<file path="src/fpm_map.svh">
// register offsets, fields, reset values and timing figures of the flow monitor
`ifndef FPM_MAP_SVH
`define FPM_MAP_SVH
`define FPM_A_CTRL 6'h00
`define FPM_A_VMIN 6'h04
`define FPM_A_ACC 6'h08
`define FPM_A_BATCH 6'h0c
`define FPM_A_PRESTOP 6'h10
`define FPM_A_DELAY 6'h14
`define FPM_A_SCALE 6'h18
`define FPM_A_STATUS 6'h1c
`define FPM_A_TOTAL 6'h20
`define FPM_A_BTOT 6'h24
`define FPM_B_QUAD 0
`define FPM_B_PCHK 1
`define FPM_B_PRESET 2
`define FPM_B_REMFN 3
`define FPM_B_EXENC 4
`define FPM_CTRL_W 5
`define FPM_RST_CTRL 5'h00
`define FPM_RST_VMIN 16'h0064
`define FPM_RST_ACC 8'h01
`define FPM_RST_BATCH 24'h000000
`define FPM_RST_PRESTOP 24'h000000
`define FPM_RST_DELAY 13'h0000
`define FPM_RST_SCALE 16'h0001
`define FPM_DELAY_MAX_S 4799
`define FPM_CLK_MHZ 125
`define FPM_PULSE_MS 10
`define FPM_PULSE_MAX_PER_S 49
`define FPM_FLASH_MS 500
`define FPM_DEB_LEN 4
`define FPM_ERR_MISS 8'h0d
`define FPM_ERR_SIM 8'h12
`endif

</file>
<file path="src/fpm_pkg.sv">
// types shared by the flow monitor
package fpm_pkg;
  typedef enum logic [1:0] {DLV_IDLE, DLV_RUN, DLV_DONE} fpm_dlv_e;
  typedef logic [23:0] fpm_qty_t;
endpackage

</file>
<file path="src/fpm_top.sv">
// flow pulse monitor: quadrature check, relays, output pulse, end of delivery, alarm
//
// Decided for this implementation: strobed register access and the address map.
`timescale 1ns/1ns
`include "fpm_map.svh"
module fpm_top
  import fpm_pkg::*;
#(
  parameter int unsigned PULSE_CYC = `FPM_PULSE_MS * `FPM_CLK_MHZ * 1000,
  parameter int unsigned GAP_CYC =
    (`FPM_CLK_MHZ * 1000000 + `FPM_PULSE_MAX_PER_S - 1) / `FPM_PULSE_MAX_PER_S,
  parameter int unsigned SEC_CYC = `FPM_CLK_MHZ * 1000000,
  parameter int unsigned FLASH_CYC = `FPM_FLASH_MS * `FPM_CLK_MHZ * 1000
)
(
  input wire logic mclk_i,
  input wire logic reset_n_i,
  input wire logic [5:0] addr_i,
  input wire logic [31:0] wdata_i,
  input wire logic wr_i,
  input wire logic rd_i,
  output logic [31:0] rdata_o,
  input wire logic ch1_i,
  input wire logic ch2_i,
  input wire logic start_key_i,
  input wire logic stop_key_i,
  input wire logic remote_sw_i,
  input wire logic cal_sw_i,
  output logic relay1_o,
  output logic relay2_o,
  output logic pulse_sink_o,
  output logic eod_o,
  output logic flow_alarm_n_o,
  output logic stop_led_o,
  output logic [7:0] err_code_o,
  output logic cal_sw_o
);
  localparam int unsigned NIN = 6;
  logic [`FPM_CTRL_W-1:0] ctrl_ff;
  logic [15:0] vmin_ff;
  logic [7:0] acc_ff;
  fpm_qty_t batch_ff;
  fpm_qty_t prestop_ff;
  logic [12:0] delay_ff;
  logic [15:0] scale_ff;
  logic [31:0] rdata_ff;
  logic [NIN-1:0] raw;
  logic [NIN-1:0] deb_ff;
  logic [NIN-1:0] deb_d_ff;
  logic [NIN-1:0] rise;
  logic quad_en;
  logic chk_en;
  logic preset_en;
  logic flow_pulse;
  logic start_ev;
  logic stop_ev;
  logic last_ch_ff;
  logic any_edge_ff;
  logic miss_ev;
  logic sim_ev;
  logic [16:0] run_ff;
  logic [16:0] miss_acc_ff;
  logic [16:0] sim_acc_ff;
  logic [31:0] dev2;
  logic miss_trip;
  logic sim_trip;
  logic miss_over;
  logic sim_over;
  logic alarm_ff;
  logic miss_flag_ff;
  logic sim_flag_ff;
  logic [31:0] flash_cnt_ff;
  logic flash_on_ff;
  fpm_dlv_e dlv_ff;
  logic [31:0] sec_cnt_ff;
  logic [12:0] dly_cnt_ff;
  logic [15:0] pre_ff;
  logic digit;
  fpm_qty_t total_ff;
  fpm_qty_t btot_ff;
  fpm_qty_t remain;
  logic [7:0] owed_ff;
  logic [31:0] pls_cnt_ff;
  logic fire;
  logic batch_hit;

  assign raw = {cal_sw_i, remote_sw_i, stop_key_i, start_key_i, ch2_i, ch1_i};
  assign quad_en = ctrl_ff[`FPM_B_QUAD];
  assign preset_en = ctrl_ff[`FPM_B_PRESET];
  assign chk_en = quad_en & ctrl_ff[`FPM_B_PCHK];

  // debounce every channel, key and switch input; channels then give clean edges
  genvar gi;
  generate
    for (gi = 0; gi < NIN; gi++)
    begin : g_deb
      logic [`FPM_DEB_LEN-1:0] hist_ff;
      always_ff @(posedge mclk_i)
      begin
        if (!reset_n_i)
        begin
          hist_ff <= '0;
          deb_ff[gi] <= 1'b0;
        end
        else
        begin
          hist_ff <= {hist_ff[`FPM_DEB_LEN-2:0], raw[gi]};
          if (&hist_ff)
            deb_ff[gi] <= 1'b1;
          else if (~|hist_ff)
            deb_ff[gi] <= 1'b0;
        end
      end
    end
  endgenerate

  always_ff @(posedge mclk_i)
  begin
    if (!reset_n_i)
      deb_d_ff <= '0;
    else
      deb_d_ff <= deb_ff;
  end
  assign rise = deb_ff & ~deb_d_ff;

  // flow is counted on channel 2 in quadrature, channel 1 otherwise
  assign flow_pulse = quad_en ? rise[1] : rise[0];
  assign start_ev = rise[2] | (rise[4] & ~ctrl_ff[`FPM_B_REMFN]);
  assign stop_ev = rise[3] | (rise[4] & ctrl_ff[`FPM_B_REMFN]);

  // quadrature edge ordering
  assign sim_ev = chk_en & rise[0] & rise[1];
  assign miss_ev = chk_en & (rise[0] ^ rise[1]) & any_edge_ff
                   & (last_ch_ff == rise[1]);
  always_ff @(posedge mclk_i)
  begin
    if (!reset_n_i)
    begin
      last_ch_ff <= 1'b0;
      any_edge_ff <= 1'b0;
    end
    else if (rise[0] ^ rise[1])
    begin
      last_ch_ff <= rise[1];
      any_edge_ff <= 1'b1;
    end
  end

  // twice the allowed deviation, in pulses
  assign dev2 = (32'd4 * {16'h0000, vmin_ff} * {24'h000000, acc_ff}) / 32'd100;
  assign miss_over = {15'h0000, miss_acc_ff} > dev2;
  assign sim_over = {15'h0000, sim_acc_ff} > dev2;
  // trips are events, so a stop can clear the alarm mid-run
  assign miss_trip = miss_ev && {15'h0000, miss_acc_ff} >= dev2;
  assign sim_trip = sim_ev && {15'h0000, sim_acc_ff} >= dev2;

  always_ff @(posedge mclk_i)
  begin
    if (!reset_n_i || !chk_en)
    begin
      run_ff <= '0;
      miss_acc_ff <= '0;
      sim_acc_ff <= '0;
    end
    else if (flow_pulse && run_ff >= {vmin_ff, 1'b0} - 17'd1)
    begin
      run_ff <= '0;
      miss_acc_ff <= '0;
      sim_acc_ff <= '0;
    end
    else
    begin
      if (flow_pulse)
        run_ff <= run_ff + 17'd1;
      if (miss_ev && !miss_over)
        miss_acc_ff <= miss_acc_ff + 17'd1;
      if (sim_ev && !sim_over)
        sim_acc_ff <= sim_acc_ff + 17'd1;
    end
  end

  // latched alarm; a new trip wins over the stop key
  always_ff @(posedge mclk_i)
  begin
    if (!reset_n_i)
    begin
      alarm_ff <= 1'b0;
      miss_flag_ff <= 1'b0;
      sim_flag_ff <= 1'b0;
    end
    else if (chk_en && (miss_trip || sim_trip))
    begin
      alarm_ff <= 1'b1;
      miss_flag_ff <= miss_flag_ff | miss_trip;
      sim_flag_ff <= sim_flag_ff | sim_trip;
    end
    else if (stop_ev || !quad_en)
    begin
      alarm_ff <= 1'b0;
      miss_flag_ff <= 1'b0;
      sim_flag_ff <= 1'b0;
    end
  end

  // error code flashing
  always_ff @(posedge mclk_i)
  begin
    if (!reset_n_i || !alarm_ff)
    begin
      flash_cnt_ff <= '0;
      flash_on_ff <= 1'b0;
    end
    else if (flash_cnt_ff >= FLASH_CYC - 1)
    begin
      flash_cnt_ff <= '0;
      flash_on_ff <= ~flash_on_ff;
    end
    else
      flash_cnt_ff <= flash_cnt_ff + 32'd1;
  end

  always_ff @(posedge mclk_i)
  begin
    if (!reset_n_i)
      err_code_o <= 8'h00;
    else if (alarm_ff && flash_on_ff)
      err_code_o <= miss_flag_ff ? `FPM_ERR_MISS : `FPM_ERR_SIM;
    else
      err_code_o <= 8'h00;
  end

  // totals keep counting whatever the alarm state
  assign digit = flow_pulse && pre_ff >= scale_ff - 16'd1;
  always_ff @(posedge mclk_i)
  begin
    if (!reset_n_i)
    begin
      pre_ff <= '0;
      total_ff <= '0;
    end
    else if (flow_pulse)
    begin
      pre_ff <= digit ? 16'h0000 : pre_ff + 16'd1;
      if (digit)
        total_ff <= total_ff + 24'd1;
    end
  end

  always_ff @(posedge mclk_i)
  begin
    if (!reset_n_i || (start_ev && dlv_ff != DLV_RUN && !alarm_ff))
      btot_ff <= '0;
    else if (digit && dlv_ff == DLV_RUN)
      btot_ff <= btot_ff + 24'd1;
  end

  // delivery sequence
  assign batch_hit = preset_en && btot_ff >= batch_ff;
  assign remain = batch_hit ? 24'h000000 : batch_ff - btot_ff;
  always_ff @(posedge mclk_i)
  begin
    if (!reset_n_i)
      dlv_ff <= DLV_IDLE;
    else
    begin
      unique case (dlv_ff)
        DLV_IDLE, DLV_DONE:
          if (start_ev && !alarm_ff)
            dlv_ff <= DLV_RUN;
        DLV_RUN:
          if (stop_ev || batch_hit)
            dlv_ff <= DLV_DONE;
      endcase
    end
  end

  // start delay in whole seconds
  always_ff @(posedge mclk_i)
  begin
    if (!reset_n_i || dlv_ff != DLV_RUN)
    begin
      sec_cnt_ff <= '0;
      dly_cnt_ff <= '0;
    end
    else if (dly_cnt_ff < delay_ff)
    begin
      if (sec_cnt_ff >= SEC_CYC - 1)
      begin
        sec_cnt_ff <= '0;
        dly_cnt_ff <= dly_cnt_ff + 13'd1;
      end
      else
        sec_cnt_ff <= sec_cnt_ff + 32'd1;
    end
  end

  always_ff @(posedge mclk_i)
  begin
    if (!reset_n_i)
    begin
      relay1_o <= 1'b0;
      relay2_o <= 1'b0;
      stop_led_o <= 1'b0;
      flow_alarm_n_o <= 1'b1;
      eod_o <= 1'b0;
      cal_sw_o <= 1'b0;
    end
    else
    begin
      relay1_o <= dlv_ff == DLV_RUN && !alarm_ff;
      relay2_o <= preset_en && dlv_ff == DLV_RUN && !alarm_ff
                  && dly_cnt_ff >= delay_ff
                  && remain > prestop_ff;
      stop_led_o <= alarm_ff;
      flow_alarm_n_o <= ~(alarm_ff && quad_en);
      eod_o <= dlv_ff == DLV_DONE;
      cal_sw_o <= ctrl_ff[`FPM_B_EXENC] & deb_ff[5];
    end
  end

  // output pulse with rate limit; up to 255 owed pulses are kept
  assign fire = owed_ff != 8'h00 && pls_cnt_ff == 32'd0;
  always_ff @(posedge mclk_i)
  begin
    if (!reset_n_i)
      owed_ff <= '0;
    else if (digit && !fire && owed_ff != 8'hff)
      owed_ff <= owed_ff + 8'd1;
    else if (fire && !digit)
      owed_ff <= owed_ff - 8'd1;
  end

  always_ff @(posedge mclk_i)
  begin
    if (!reset_n_i)
    begin
      pls_cnt_ff <= '0;
      pulse_sink_o <= 1'b0;
    end
    else if (fire)
    begin
      pls_cnt_ff <= GAP_CYC - 1;
      pulse_sink_o <= 1'b1;
    end
    else if (pls_cnt_ff != 32'd0)
    begin
      pls_cnt_ff <= pls_cnt_ff - 32'd1;
      if (pls_cnt_ff == GAP_CYC - PULSE_CYC)
        pulse_sink_o <= 1'b0;
    end
  end

  // register port
  always_ff @(posedge mclk_i)
  begin
    if (!reset_n_i)
    begin
      ctrl_ff <= `FPM_RST_CTRL;
      vmin_ff <= `FPM_RST_VMIN;
      acc_ff <= `FPM_RST_ACC;
      batch_ff <= `FPM_RST_BATCH;
      prestop_ff <= `FPM_RST_PRESTOP;
      delay_ff <= `FPM_RST_DELAY;
      scale_ff <= `FPM_RST_SCALE;
    end
    else if (wr_i)
    begin
      unique case (addr_i)
        `FPM_A_CTRL: ctrl_ff <= wdata_i[`FPM_CTRL_W-1:0];
        `FPM_A_VMIN: vmin_ff <= wdata_i[15:0];
        `FPM_A_ACC: acc_ff <= wdata_i[7:0];
        `FPM_A_BATCH: batch_ff <= wdata_i[23:0];
        `FPM_A_PRESTOP: prestop_ff <= wdata_i[23:0];
        `FPM_A_DELAY:
          delay_ff <= (wdata_i[12:0] > 13'(`FPM_DELAY_MAX_S)) ?
                      13'(`FPM_DELAY_MAX_S) : wdata_i[12:0];
        `FPM_A_SCALE: scale_ff <= wdata_i[15:0];
        default: ;
      endcase
    end
  end

  always_ff @(posedge mclk_i)
  begin
    if (!reset_n_i || !rd_i)
      rdata_ff <= '0;
    else
    begin
      unique case (addr_i)
        `FPM_A_CTRL: rdata_ff <= {27'h0, ctrl_ff};
        `FPM_A_VMIN: rdata_ff <= {16'h0, vmin_ff};
        `FPM_A_ACC: rdata_ff <= {24'h0, acc_ff};
        `FPM_A_BATCH: rdata_ff <= {8'h0, batch_ff};
        `FPM_A_PRESTOP: rdata_ff <= {8'h0, prestop_ff};
        `FPM_A_DELAY: rdata_ff <= {19'h0, delay_ff};
        `FPM_A_SCALE: rdata_ff <= {16'h0, scale_ff};
        `FPM_A_STATUS:
          rdata_ff <= {24'h0, dlv_ff, relay2_o, relay1_o, eod_o,
                       sim_flag_ff, miss_flag_ff, alarm_ff};
        `FPM_A_TOTAL: rdata_ff <= {8'h0, total_ff};
        `FPM_A_BTOT: rdata_ff <= {8'h0, btot_ff};
        default: rdata_ff <= '0;
      endcase
    end
  end
  assign rdata_o = rdata_ff;
endmodule

</file>
<file path="config.mk">
export PLATFORM = sky130hd
export DESIGN_NAME = fpm_top
export DESIGN_NICKNAME = d
export VERILOG_FILES = /design/src/fpm_pkg.sv /design/src/fpm_top.sv
export VERILOG_INCLUDE_DIRS = /design/src
export SDC_FILE = /design/constraint.sdc
export NUM_CORES = 1
export LEC_CHECK = 0
export CAP_MARGIN = 15
export CORE_ASPECT_RATIO = 0.6
export CORE_UTILIZATION = 40
export CTS_CLUSTER_DIAMETER = 60
export DETAILED_ROUTE_END_ITERATION = 10
export DONT_BUFFER_PORTS = 1
export GPL_ROUTABILITY_DRIVEN = 0
export SLEW_MARGIN = 40
export SYNTH_ARGS = -nofsm -noshare
export SYNTH_HDL_FRONTEND = slang
export SYNTH_SLANG_ARGS = --single-unit
</file>
<file path="constraint.sdc">
create_clock -name mclk_i -period 27.1 [get_ports mclk_i]
set_input_delay 5.42 -clock mclk_i [delete_from_list [all_inputs] [get_ports mclk_i]]
set_output_delay 5.42 -clock mclk_i [all_outputs]
set_load 0.005 [all_outputs]
</file>
==> reports/qor.txt, run 1 <==
Max Freq: 0.04553 GHz
Post-synth top area share: 27.84%
Lkg Pwr: 12.27 nW
Switching pwr: 0.4153 mW
Wirelength, routed: 84,500 µm
Cell taking the most area after synthesis: dfxtp_1
Count leader, synth: nand2_1
Flops & latches, synth: 414
Core ar.: 73,610 µm²
Clock power frac: 41.5%
First-pass DRT Iterations: 7
Die area: 75,560 µm²
Crit Path Class: reg -> reg
Cell Pwr Density: 47.24 nW/µm²
Syn Std Cell Area: 29,770 µm²
DR iter-0 viols: 2,669
Gr ovfl total: 0
CP Max Fanout: 18
Most used cell along the critical path: a21oi_1
Switching Fraction: 27.43%
Crit path required time: 27.53 ns
Drt wl/cell: 18.31 µm
Fraction of layout cells with a size suffix above 1: 6.178%
Worst-margin pin slew: 0.8805 ns
Final Max Tran Viols: 0
Final min period: 21.97 ns
Post-CTS Hold Buffers: 0
Final Skew: 0.02177 ns
Vias per cell: 5.597
Status: complete, no violations
Worst VDD drop: 0.00005194 V
Nets: 3,920
Seq/Total Area, Yosys: 27.84%
Main flop type after synthesis: dfxtp_1
CTS tree: yes
CTS H-tree depth: 2
Synth Instances: 3,681
HP Class: reg -> reg
CP Capture Type: flip-flop
Post-synth EDFFs: 0
P_int: 1.099 mW
Clock Root Buffer: clkbuf_16
Max-Cap Viols: 0
Clock Latency Late Sink: 0.57 ns
Clk slew on worst S/H paths: 0.07 ns
I/O pin cnt: 95
Post-DRT Antenna Nets: 0
# setup viols final: 0
Avg Cell Area, Syn: 8.087 µm²
Synth unique cells: 126
Clk buf depth: 3
Die W: 354.2 µm
HPWL Detailed: 64,330 µm
Inserted Clock Buffers: 40
Via count: 25,830
Hold slack: 0.4545 ns
Setup WS pre-CTS: 5.389 ns
Total negative slack: 0 ns
Remaining DRCs: 0
Gate power share: 15.1%
Startpoint types: flip-flop
All-Layer GR Usage: 22.32%
RSZ-0062 raised after global routing: false
Yosys Warn Count: 0
Core Rows: 77
Post-CTS Setup Inserts: 0
Clk sinks: 414
Die Y: 213.3 µm
Antenna violations before repair: 2
Port Buf Inserts: 0
Global-route wire length before repair: 134,700 µm
DP Cell Count: 4,541
Max stage delay cell, worst path: dfxtp_1
Worst slew margin: 41.30%
Fillers: 7,358
Part of the cycle the worst path needs: 81.05%
Post-layout util: 43.55%
Setup ws final: 5.134 ns
Vias in the first global route: 23,220
CP arrival: 22.39 ns
PostCTS Resize Cnt: 0
Post-synth ARST share: 0%
Pin count of the biggest net entering global routing: 81
Flop pwr share: 43.4%
Initial Utilization: 40.45%
Most common library cells after synthesis: 416 x nand2_1, 414 x dfxtp_1, 396 x nor2_1
CP max stage delay: 0.86 ns
Final hold violations: 0
Top cells by area, synth: dfxtp_1 28%, ha_1 8.0%, fa_1 5.8%
Layout area overhead: 7.683%
Fin cells: 4,614
## flip-flops by register name, summed over array words and instances (netlist names), 24 cells and up
name           count
g_deb.hist_ff     24
total_ff          24
sec_cnt_ff        32
btot_ff           24
flash_cnt_ff      32
rdata_o           24
prestop_ff        24
batch_ff          24
pls_cnt_ff        32
## cell type report
type                            count  area (µm²)  share of cell area (%)
Antenna cell                        1       2.502                0.007806
Clock buffer                       50        1120                   3.493
Clock inverter                     22       334.1                   1.042
Inverter                          212       808.3                   2.521
Multi-Input combinational cell   2900       20060                   62.57
Sequential cell                   414        8288                   25.85
Tap cell                          987        1235                   3.852
Timing Repair Buffer               28       210.2                  0.6557
## metal layers
layer	track usage [%]	share of wire, %	vias to the layer above
met4	3.493	1.3	2
met3	7.462	12	82
met5	0	0.015	-
met1	36.40	52	12110
li1	-	-	12650
met2	27.11	34	983
## metrics by stage
stage | cell area, µm² | power (mW)
final | 32060 | 1.514
after global routing | 32050 | 1.586
after CTS | 32020 | 1.522
after detailed placement | 30570 | 0.8941
after global placement | 30540 | 0.8917
after floorplan | 29830 | 0.8493
## path summary, 6_finish.rpt
| path | cells after the start | start | slack, ns | end |
|---|---|---|---|---|
| setup / recovery | 77 | acc_ff[2]$_SDFFE_PN0P_ | 5.13 | sim_acc_ff[11]$_SDFFE_PP0P_ |
| hold / removal | 1 | g_deb[0].hist_ff[2]$_SDFF_PN0_ | 0.45 | g_deb[0].hist_ff[3]$_SDFF_PN0_ |
| setup reg to reg | 77 | acc_ff[2]$_SDFFE_PN0P_ | 5.13 | sim_acc_ff[11]$_SDFFE_PP0P_ |
| hold reg to reg | 1 | g_deb[0].hist_ff[2]$_SDFF_PN0_ | 0.45 | g_deb[0].hist_ff[3]$_SDFF_PN0_ |
## cell families (layout without fill, tap and decap cells)
| kind of cell | count (synthesis) | after routing | share of synthesized area [%] |
|---|---|---|---|
| AOI/OAI and AO/OA | 789 | 789 | 18.15 |
| xor gates and xnor gates | 289 | 289 | 8.704 |
| adders and majority gates | 279 | 279 | 13.87 |
| buffers and inverters | 383 | 312 | 5.270 |
| DFF | 414 | 414 | 27.84 |
| muxes | 56 | 56 | 2.320 |
| other | 1 | 18 | 0.01260 |
| and+or+nand+nor | 1470 | 1470 | 23.83 |
## critical path, delay by kind of cell, from the launching register on
family,cells,cell delay (ns)
compound gates,38,9.62
xor+xnor,2,0.52
fa+ha+maj,6,2.67
buf+inv,2,0.10
flops,1,0.86
mux,4,1.57
simple gates,25,6.48
## layout by cell type (no fill, tap or decap), types with 40 or more instances in the layout
master / count
a21oi_1: 255
a22oi_1: 52
and2_1: 145
and3_1: 59
clkbuf_16: 41
dfxtp_1: 414
fa_1: 86
ha_1: 190
inv_1: 209
nand2_1: 413
nand3_1: 110
nand4_1: 63
nor2_1: 395
nor2b_1: 40
nor3_1: 64
o21ai_0: 89
xnor2_1: 162
xor2_1: 120
## power groups by stage
stage,registers (mW),logic [mW],clock network [mW]
detailed placement,0.670,0.224,0
global placement,0.670,0.221,0
finish,0.657,0.229,0.628
floorplan,0.663,0.186,0
CTS,0.657,0.226,0.640
global route,0.661,0.257,0.668
Note: power is estimated with default switching activity, not from simulation.
==> run 2: changes to the inputs <==
- clock period: 27.1 -> 18.8 ns (I/O delays scaled with it)
==> reports/qor.txt, run 2 (synthesis gave the netlist of run 1 again) <==
Status: complete, no violations
Worst VDD drop: 0.00009688 V
Core ar.: 73,610 µm²
Global-route wire length before repair: 139,400 µm
Nets: 4,226
Drt wl/cell: 18.11 µm
Clk slew on worst S/H paths: 0.07 ns
Delay-heaviest family, CP: compound AO/OA/AOI/OAI gates
First-pass DRT Iterations: 8
Final Skew: 0.03972 ns
HPWL Detailed: 66,870 µm
P_int: 1.599 mW
Clk sinks: 414
Die W: 354.2 µm
Switching pwr: 0.6340 mW
Inserted Clock Buffers: 41
Cell Pwr Density: 62.92 nW/µm²
CTS H-tree depth: 2
HP Class: reg -> reg
Most used cell along the critical path: buf_4
Gr ovfl total: 0
Clock Latency Late Sink: 0.58 ns
Gr busiest metal: met1
Crit Path Class: reg -> reg
Core Rows: 77
Vias in the first global route: 24,670
CTS tree: yes
CP Max Fanout: 11
CP max stage delay: 0.54 ns
CP Capture Type: flip-flop
CP bufs+invs: 14
Crit path required time: 19.23 ns
Vias per cell: 5.548
Via count: 27,310
Layout area overhead: 19.21%
Flop pwr share: 42.4%
Clock power frac: 39.2%
Fraction of layout cells with a size suffix above 1: 17.72%
Part of the cycle the worst path needs: 95.99%
Worst-margin pin slew: 0.8899 ns
Commonest non-fill, non-tap cell in the layout: nand2_1
Final min period: 18.05 ns
Initial Utilization: 40.45%
# setup viols final: 0
Most frequent cells in the layout: 407 x nand2_1, 395 x dfxtp_1, 379 x nor2_1
Remaining DRCs: 0
All-Layer GR Usage: 22.94%
Lkg Pwr: 13.91 nW
Post-DRT Antenna Nets: 0
Global-route track usage on met1: 37.88%
Die Y: 213.3 µm
Fillers: 7,140
Biggest regs: flash_cnt_ff x32, pls_cnt_ff x32, sec_cnt_ff x32
Power Total: 2.233 mW
Gate power share: 18.4%
Clock Root Buffer: clkbuf_16
Pin count of the biggest net entering global routing: 79
Max-Cap Viols: 0
I/O pin cnt: 95
Antenna violations before repair: 0
Met3 GRT Util: 6.692%
Port Buf Inserts: 0
M2 GR Usage: 28.06%
Die area: 75,560 µm²
Post-layout util: 48.22%
Clk buf depth: 3
Startpoint types: flip-flop
CP arrival: 18.48 ns
Final Max Tran Viols: 0
Max stage delay cell, worst path: fa_1
Post-CTS Hold Buffers: 0
Worst slew margin: 40.25%
Wirelength, routed: 89,160 µm
Max Freq: 0.05542 GHz
Switching Fraction: 28.39%
Final hold violations: 0
DR iter-0 viols: 2,643
-- run 2: routing by layer --
layer | up-vias | wire, µm
met5 | - | 0
met4 | 0 | 1329
met3 | 94 | 9489
met2 | 1003 | 31770
met1 | 12930 | 46580
li1 | 13280 | -
-- run 2: metrics by stage --
| stage | TNS [ns] | cell area (µm²) | setup WS (ns) | hold WS (ns) | cells |
|---|---|---|---|---|---|
| after floorplan | 0 | 29830 | 1.045 | 0.4183 | 3697 |
| after global placement | 0 | 32460 | 0.01694 | 0.4419 | 4795 |
| after detailed placement | -0.4450 | 32470 | -0.1405 | 0.4477 | 4795 |
| after CTS | 0 | 33960 | 0.07688 | 0.4575 | 4874 |
| after global routing | -6.165 | 35490 | -0.2768 | 0.4776 | 4921 |
| final | 0 | 35490 | 0.7546 | 0.4524 | 4922 |
-- run 2: timing repair --
action | in CTS | in global routing
resized for setup | 13 | 259
cloned | 0 | 2
setup endpoints to repair | 16 | 37
pin swaps | 3 | 79
setup buffers | 4 | 45
-- run 2: final timing paths --
path | from | endpoint | slack (ns) | cells after the start
worst max register to register | vmin_ff[1]$_SDFFE_PN0P_ | miss_acc_ff[9]$_SDFFE_PP0P_ | 0.75 | 84
worst min register to register | g_deb[1].hist_ff[2]$_SDFF_PN0_ | g_deb[1].hist_ff[3]$_SDFF_PN0_ | 0.45 | 1
worst max-delay path | vmin_ff[1]$_SDFFE_PN0P_ | miss_acc_ff[9]$_SDFFE_PP0P_ | 0.75 | 84
worst min-delay path | g_deb[1].hist_ff[2]$_SDFF_PN0_ | g_deb[1].hist_ff[3]$_SDFF_PN0_ | 0.45 | 1
-- run 2: area by class of cell --
| class | instances | area [µm²] | share of cell area (%) |
|---|---|---|---|
| clock buffers | 50 | 1110 | 3.127 |
| inverters | 212 | 808.3 | 2.278 |
| repair buffers | 332 | 2550 | 7.185 |
| diodes | 1 | 2.502 | 0.007051 |
| flip-flops and latches | 414 | 8339 | 23.50 |
| multi-input cells | 2901 | 21140 | 59.57 |
| clock inverters | 25 | 304.0 | 0.8567 |
| well taps | 987 | 1235 | 3.480 |
-- run 2: power groups by stage --
stage	clock network, mW	logic, mW	registers, mW
2_1_floorplan	0	0.269	0.956
3_3_place_gp	0	0.360	0.965
3_5_place_dp	0	0.364	0.965
4_1_cts	0.897	0.368	0.946
5_1_grt	0.935	0.461	0.952
6_report	0.876	0.411	0.946
